===== config.mk =====
export PLATFORM = sky130hd
export DESIGN_NAME = rco_top
export DESIGN_NICKNAME = d
export VERILOG_FILES = /design/src/include/rco_pkg.sv /design/src/hdl/rco_clkdiv.sv /design/src/hdl/rco_top.sv
export VERILOG_INCLUDE_DIRS = /design/src /design/src/include
export SDC_FILE = /design/constraint.sdc
export NUM_CORES = 1
export LEC_CHECK = 0
export BUFFER_PORTS_ARGS = -buffer_cell sky130_fd_sc_hd__buf_2
export CAP_MARGIN = 0
export CORE_ASPECT_RATIO = 0.7
export CORE_UTILIZATION = 35
export DETAILED_ROUTE_END_ITERATION = 16
export PLACE_DENSITY_LB_ADDON = 0.2
export SLEW_MARGIN = 25
export SYNTH_ARGS = -nofsm -noshare
export SYNTH_HDL_FRONTEND = slang
export SYNTH_SLANG_ARGS = --single-unit

===== constraint.sdc =====
create_clock -name MCLK -period 3.6 [get_ports MCLK]
set_input_delay 0.72 -clock MCLK [delete_from_list [all_inputs] [get_ports MCLK]]
set_output_delay 0.72 -clock MCLK [all_outputs]
set_load 0.01 [all_outputs]

===== src/include/rco_defines.svh =====
// constants of the radio clock output control block
`ifndef RCO_DEFINES_SVH
`define RCO_DEFINES_SVH

// ----------------------------------------------------------------
// register offsets on the serial register port
// ----------------------------------------------------------------
`define RCO_ADDR_CTL 6'h0A
`define RCO_ADDR_ATT 6'h24

// ----------------------------------------------------------------
// reset values and field positions
// ----------------------------------------------------------------
`define RCO_CTL_RESET 16'h8026
`define RCO_RATE_DEFAULT 3'h6
`define RCO_ATT_STATUS_BIT 0
`define RCO_ATT_MASK_BIT 8

// ----------------------------------------------------------------
// timing
// ----------------------------------------------------------------
`define RCO_MCLK_KHZ 125000
`define RCO_STARTUP_MS 10
// half-period tick of the 16 MHz reference: 2^32 * 32 / 125
`define RCO_NCO_BASE 32'h4189_374C
// one trim step, a couple of hertz on the reference
`define RCO_TRIM_STEP 32'h0000_0080

// reference periods per output period, per rate code
`define RCO_DIV_0 10'h001
`define RCO_DIV_1 10'h002
`define RCO_DIV_2 10'h004
`define RCO_DIV_3 10'h008
`define RCO_DIV_4 10'h010
`define RCO_DIV_5 10'h100
`define RCO_DIV_6 10'h1E8
`define RCO_DIV_7 10'h3D0

`endif


===== src/include/rco_pkg.sv =====
// types of the radio clock output control block
`default_nettype none
`include "rco_defines.svh"

package rco_pkg;

    typedef struct packed {
        logic [7:0] trim;
        logic [1:0] rsvd;
        logic enable;
        logic doze_keep;
        logic slew;
        logic [2:0] rate;
    } rco_ctl_t;

    typedef enum logic [1:0] {
        ST_WAIT = 2'b01,
        ST_READY = 2'b10
    } rco_state_t;

    function automatic logic [9:0] rco_divisor(input logic [2:0] rate);
        logic [9:0] d;
        d = `RCO_DIV_0;
        case (rate)
            3'h1: d = `RCO_DIV_1;
            3'h2: d = `RCO_DIV_2;
            3'h3: d = `RCO_DIV_3;
            3'h4: d = `RCO_DIV_4;
            3'h5: d = `RCO_DIV_5;
            3'h6: d = `RCO_DIV_6;
            3'h7: d = `RCO_DIV_7;
            default: d = `RCO_DIV_0;
        endcase
        return d;
    endfunction

endpackage

`default_nettype wire


===== src/hdl/rco_clkdiv.sv =====
// glitch-free divider of the reference half-period ticks
`timescale 1ns/1ps
`default_nettype none
`include "rco_defines.svh"

module rco_clkdiv (
    input wire logic clk,
    input wire logic srst,
    input wire logic half_tick,
    input wire logic [2:0] rate_sel,
    input wire logic run,
    output logic clk_out
);

    logic [9:0] cnt_r;
    logic [9:0] cnt_nxt;
    logic out_r;
    logic out_nxt;
    logic [2:0] rate_r;
    logic [2:0] rate_nxt;

    // ----------------------------------------------------------------
    // divider
    // ----------------------------------------------------------------
    always_comb
    begin
        cnt_nxt = cnt_r;
        out_nxt = out_r;
        rate_nxt = rate_r;
        if (half_tick)
        begin
            if (cnt_r == rco_pkg::rco_divisor(rate_r) - 10'h001)
            begin
                cnt_nxt = 10'h000;
                if (out_r)
                begin
                    // new rate only at a phase end, here the falling edge: no runt pulse
                    out_nxt = 1'b0;
                    rate_nxt = rate_sel;
                end
                else
                begin
                    // a stopped clock parks low and restarts whole
                    out_nxt = run;
                    rate_nxt = rate_sel;
                end
            end
            else
            begin
                cnt_nxt = cnt_r + 10'h001;
            end
        end
    end

    always_ff @(posedge clk)
    begin
        if (srst)
        begin
            cnt_r <= 10'h000;
            out_r <= 1'b0;
            rate_r <= `RCO_RATE_DEFAULT;
        end
        else
        begin
            cnt_r <= cnt_nxt;
            out_r <= out_nxt;
            rate_r <= rate_nxt;
        end
    end

    assign clk_out = out_r;
endmodule // rco_clkdiv

`default_nettype wire


===== src/hdl/rco_top.sv =====
// clock output and crystal trim control of the radio transceiver
//
// Contract
// - eight-bit trim code in control bits 15-8
// - larger trim code lowers reference frequency
// - software selects output rate, 16 kHz-16 MHz
// - start-up interrupt, default output about 32 kHz
// - after forced off, output waits start-up time
// - doze keeps output running when configured
// - programmable output slew, no pull-up
// - in reset, nothing runs, output undriven
// - end of start-up wait sets attention status and mask
`timescale 1ns/1ps
`default_nettype none
`include "rco_defines.svh"

module rco_top #(
    parameter int STARTUP_CYCLES = `RCO_STARTUP_MS * `RCO_MCLK_KHZ
) (
    input wire logic MCLK,
    input wire logic SRST,
    input wire logic DOZE,
    input wire logic [5:0] REG_ADDR,
    input wire logic REG_WR,
    input wire logic REG_RD,
    input wire logic [15:0] REG_WDATA,
    output logic [15:0] REG_RDATA,
    output logic IRQ_N_O,
    output logic IRQ_N_OE,
    output logic DIVIDED_CLOCK_OUT,
    output logic DIVIDED_CLOCK_OUT_OE,
    output logic DIVIDED_CLOCK_SLEW,
    output logic [7:0] OSC_TRIM
);

    rco_pkg::rco_state_t state_r;
    rco_pkg::rco_state_t state_nxt;
    logic [20:0] cnt_r;
    logic [20:0] cnt_nxt;
    logic ready_pulse;
    logic ready;

    rco_pkg::rco_ctl_t ctl_r;
    rco_pkg::rco_ctl_t ctl_nxt;
    logic att_r;
    logic att_nxt;
    logic mask_r;
    logic mask_nxt;
    logic [15:0] rdata_r;
    logic [15:0] rdata_nxt;

    logic [31:0] acc_r;
    logic [31:0] acc_nxt;
    logic tick_r;
    logic tick_nxt;
    logic [31:0] nco_inc;

    logic run;
    logic div_out;
    logic pin_r;
    logic pin_nxt;
    logic pin_oe_r;
    logic pin_oe_nxt;
    logic irq_oe_r;
    logic irq_oe_nxt;
    logic slew_r;
    logic slew_nxt;

    // ----------------------------------------------------------------
    // start-up after reset release
    // ----------------------------------------------------------------
    always_comb
    begin
        state_nxt = state_r;
        cnt_nxt = cnt_r;
        ready_pulse = 1'b0;
        case (state_r)
            rco_pkg::ST_WAIT:
            begin
                if (cnt_r == 21'(STARTUP_CYCLES - 1))
                begin
                    state_nxt = rco_pkg::ST_READY;
                    ready_pulse = 1'b1;
                end
                else
                begin
                    cnt_nxt = cnt_r + 21'h00_0001;
                end
            end
            rco_pkg::ST_READY:
            begin
                state_nxt = rco_pkg::ST_READY;
            end
            default:
            begin
                state_nxt = rco_pkg::ST_WAIT;
            end
        endcase
    end

    always_ff @(posedge MCLK)
    begin
        if (SRST)
        begin
            state_r <= rco_pkg::ST_WAIT;
            cnt_r <= 21'h00_0000;
        end
        else
        begin
            state_r <= state_nxt;
            cnt_r <= cnt_nxt;
        end
    end

    assign ready = (state_r == rco_pkg::ST_READY);

    // ----------------------------------------------------------------
    // register port
    // ----------------------------------------------------------------
    // accesses before start-up are dropped: the core is not alive yet
    always_comb
    begin
        ctl_nxt = ctl_r;
        att_nxt = att_r;
        mask_nxt = mask_r;
        rdata_nxt = rdata_r;
        if (ready && REG_WR)
        begin
            if (REG_ADDR == `RCO_ADDR_CTL)
            begin
                ctl_nxt = rco_pkg::rco_ctl_t'(REG_WDATA);
                ctl_nxt.rsvd = 2'h0;
            end
            else if (REG_ADDR == `RCO_ADDR_ATT)
            begin
                mask_nxt = REG_WDATA[`RCO_ATT_MASK_BIT];
            end
        end
        if (ready && REG_RD)
        begin
            rdata_nxt = 16'h0000;
            if (REG_ADDR == `RCO_ADDR_CTL)
            begin
                rdata_nxt = ctl_r;
            end
            else if (REG_ADDR == `RCO_ADDR_ATT)
            begin
                rdata_nxt[`RCO_ATT_STATUS_BIT] = att_r;
                rdata_nxt[`RCO_ATT_MASK_BIT] = mask_r;
                att_nxt = 1'b0;
            end
        end
        // set wins over a clearing read in the same cycle
        if (ready_pulse)
        begin
            att_nxt = 1'b1;
            mask_nxt = 1'b1;
        end
    end

    always_ff @(posedge MCLK)
    begin
        if (SRST)
        begin
            ctl_r <= rco_pkg::rco_ctl_t'(`RCO_CTL_RESET);
            att_r <= 1'b0;
            mask_r <= 1'b0;
            rdata_r <= 16'h0000;
        end
        else
        begin
            ctl_r <= ctl_nxt;
            att_r <= att_nxt;
            mask_r <= mask_nxt;
            rdata_r <= rdata_nxt;
        end
    end

    // ----------------------------------------------------------------
    // trimmed reference: half-period ticks of the 16 MHz clock
    // ----------------------------------------------------------------
    // the tick jitters by one MCLK cycle; average rate is exact
    assign nco_inc = `RCO_NCO_BASE - 32'(ctl_r.trim) * `RCO_TRIM_STEP;

    always_comb
    begin
        {tick_nxt, acc_nxt} = {1'b0, acc_r} + {1'b0, nco_inc};
    end

    always_ff @(posedge MCLK)
    begin
        if (SRST)
        begin
            acc_r <= 32'h0000_0000;
            tick_r <= 1'b0;
        end
        else
        begin
            acc_r <= acc_nxt;
            tick_r <= tick_nxt;
        end
    end

    // ----------------------------------------------------------------
    // divided clock and pins
    // ----------------------------------------------------------------
    assign run = ready && ctl_r.enable && (!DOZE || ctl_r.doze_keep);

    rco_clkdiv u_div (
        .clk(MCLK),
        .srst(SRST),
        .half_tick(tick_r),
        .rate_sel(ctl_r.rate),
        .run(run),
        .clk_out(div_out)
    );

    always_comb
    begin
        pin_oe_nxt = ready;
        pin_nxt = div_out && ready;
        irq_oe_nxt = att_r && mask_r;
        slew_nxt = ctl_r.slew;
    end

    always_ff @(posedge MCLK)
    begin
        if (SRST)
        begin
            pin_r <= 1'b0;
            pin_oe_r <= 1'b0;
            irq_oe_r <= 1'b0;
            slew_r <= 1'b0;
        end
        else
        begin
            pin_r <= pin_nxt;
            pin_oe_r <= pin_oe_nxt;
            irq_oe_r <= irq_oe_nxt;
            slew_r <= slew_nxt;
        end
    end

    assign REG_RDATA = rdata_r;
    assign IRQ_N_O = 1'b0;
    assign IRQ_N_OE = irq_oe_r;
    assign DIVIDED_CLOCK_OUT = pin_r;
    assign DIVIDED_CLOCK_OUT_OE = pin_oe_r;
    assign DIVIDED_CLOCK_SLEW = slew_r;
    assign OSC_TRIM = ctl_r.trim;
endmodule // rco_top

`default_nettype wire


==> flow_summary.ini <==
[run_status]
status = completed

[drt]
ant_nets = 0
vias = 4220
routed_wl_um = 11400
via_per_inst = 5.08
drc_errors = 0
initialDrtViolationCount = 211
wl_per_cell_um = 13.8
first_pass_iters = 4

[flow_run]
max_cap_viol_count = 0

[grt]
grt_pass1_vias = 3938
gr-total-overflow = 0
grt_pass1_wl_um = 19600
grt_start_max_net_pins = 96
grt_usage_pct = 16.4
antenna_found_initial = 0

[critical_path]
worst_ep_arrival_time_ns = 3.39
path_max_fanout = 7
critical_path.most_common_cell = a21oi_1
path_cells = ha_1, and3_1, o21ai_0, o21bai_1, ha_1, a21o_1, a21oi_1, a21oi_1, a21oi_1, a21boi_0, mux2_2
crit_required_ns = 3.84
cp-end-kind = flop
crit_path_start_kind = flop
path_delay_family = compound AO/OA/AOI/OAI gates
crit_slowest_cell = dfxtp_1
path_buf_inv = 0
slowest_delay_ns = 0.39
worstSetupPathType = flop to flop

[placement]
place_hpwl_um = 8130
dpl_cell_area_mm2 = 0.00536
port_buffers = 50
gp_congestion = 0.837

[floorplan]
start_util_pct = 36.1
die_w_um = 146
coreArea_mm2 = 0.0140
io_pins = 56
die_h_um = 103
dieArea_mm2 = 0.0149
num_rows = 36

[cts]
cts_tree = done
clk_pin_slew_ns = 0.07
clk_latency_ns = 0.34
cts_setup_buffers = 0
cts_max_level = 3
cts.path.max_buffers = 2
hold_buffers = 0
cts.repair.resized = 0
cts-root-buf = clkbuf_16
numCtsBuffers = 9
clkSinkCount = 102

[sta]
tns_ns = 0
relSlewSlack_pct = 45.9
fin_crit_ns = 3.15
drv_slew = 0
whs_ns = 0.450
rsz0062_at_grt = no
finalCritPeriodShare_pct = 87.6
worst_pin_slew_ns = 0.804
setup_viol = 0
fin_worst_skew_ns = 0.00594
hold_viol = 0
clock.fmax_mhz = 317

[yosys]
synthFlopType = dfxtp_1
synth_area_leader_cell = dfxtp_1
synth_top_area_share_pct = 40.4
synth_edf_count = 0
yosysSeqAreaShare_pct = 40.4
syn_avg_cell_area_um2 = 8.33
async_flop_share_pct = 0
netlist_area_mm2 = 0.00506
ys_warn_count = 0
synth_cell_types = 63
synthCells = 607
ys_seq_elements = 102
synthTopCellsByArea = dfxtp_1 40%, xor2_1 5.9%, nand2_1 5.6%

[layout]
layout.area.seq_mm2 = 0.00204
insertedDiodeCount = 0
final_area_mm2 = 0.00566
area_growth_syn_to_layout_pct = 12.0
final_nets = 678
drive_above_1_share_pct = 12.8
fillers = 1442
multi_input_area_mm2 = 0.00274

[pwr]
peakVddDrop_uv = 219
p_per_area_mw_per_mm2 = 516
power_leakage_nw = 2.26

[hold_path]
hp-class = flop to flop
cells by family after synthesis:
group | count (synthesis) | share of synthesized area [%]
AND/OR/NAND/NOR | 260 | 25.4
AO/OA/AOI/OAI | 117 | 14.3
flip-flops | 102 | 40.4
buffers and inverters | 53 | 5.49
XOR/XNOR | 49 | 8.49
adder cells (fa/ha/maj) | 16 | 3.96
multiplexers | 9 | 1.91
other | 1 | 0.0742
report_power, final:
part           internal (W)  switching, W  total [W]
Clock              0.000546      0.000439   0.000985
Combinational      0.000275      0.000381   0.000656
Sequential          0.00122     0.0000602    0.00128
cells in the final DEF (no fill, tap or decap), types with 3 or more instances in the layout:
cell and instances:
mux2i_1 4, dfxtp_1 102, o211ai_1 3, nand3_1 35, nand4_1 11, o21bai_1 3
mux2_2 5, nor4_1 4, a21o_1 7, or3_1 6, nor3_1 22, ha_1 16
nor2_1 52, nand3b_1 3, xor2_1 34, a31oi_1 5, buf_2 50, nand2b_1 4
inv_1 16, xnor2_1 15, clkbuf_16 9, nor3b_1 4, o21ai_0 15, and2_1 5
a211oi_1 3, a221oi_1 3, a22oi_1 3, and3_1 16, nor2b_1 8, nand2_1 75
a21oi_1 55, conb_1 3
cells in the mapped netlist (15+ instances only):
library cell / count
nand2_1: 75
nor3_1: 22
and3_1: 16
o21ai_0: 15
inv_1: 16
nand3_1: 35
xor2_1: 34
a21oi_1: 55
clkbuf_1: 16
ha_1: 16
nor2_1: 52
xnor2_1: 15
dfxtp_1: 102
state kept, by name, summed over array words and instances (netlist names), 2 cells and up:
name          cells
OSC_TRIM          8
REG_RDATA        14
acc_r            30
cnt_r            21
ctl_r             5
state_r           2
u_div.cnt_r      10
u_div.rate_r      3
worst paths after layout:
| path | startpoint | end | slack (ns) | depth (start not counted) |
|---|---|---|---|---|
| max | OSC_TRIM[0] | acc_r[30] | 0.45 | 11 |
| min reg2reg | REG_RDATA[5] | REG_RDATA[5] | 0.45 | 2 |
| min | REG_RDATA[5] | REG_RDATA[5] | 0.45 | 2 |
| max reg2reg | OSC_TRIM[0] | acc_r[30] | 0.45 | 11 |
cell type report:
class                      count  share of cell area, %
timing repair buffer          52                   4.91
sequential                   102                   36.1
inverter                      16                   1.06
tap                          190                   4.20
multi-input combinational    454                   48.5
clock inverter                 6                   1.24
clock buffer                  10                   4.05
tightest hold or removal path, delay by kind of cell, from the launching register on:
kind	cells	cell delay, ns
flip-flops	1	0.31
AND/OR/NAND/NOR	1	0.05
AO/OA/AOI/OAI	1	0.05
metal layers:
layer | wire length (µm) | GRT usage (%) | vias up | share of wire, %
li1 | - | - | 2170 | -
met1 | 6090 | 23.8 | 1947 | 53
met2 | 4620 | 24.3 | 91 | 40
met3 | 621 | 3.67 | 12 | 5.4
met4 | 110 | 4.29 | 0 | 0.96
met5 | 0 | 0 | - | 0
through the flow:
stage	worst slack, ns	instances	util [%]	total power [W]
after floorplan	0.861	609	-	0.00183
after global placement	0.524	814	38.3	0.00194
after detailed placement	0.510	814	38.3	0.00196
after CTS	0.472	830	40.4	0.00295
after global routing	0.0542	830	40.4	0.00310
final	0.448	830	40.4	0.00292
Power figures use the tool's default switching activity.
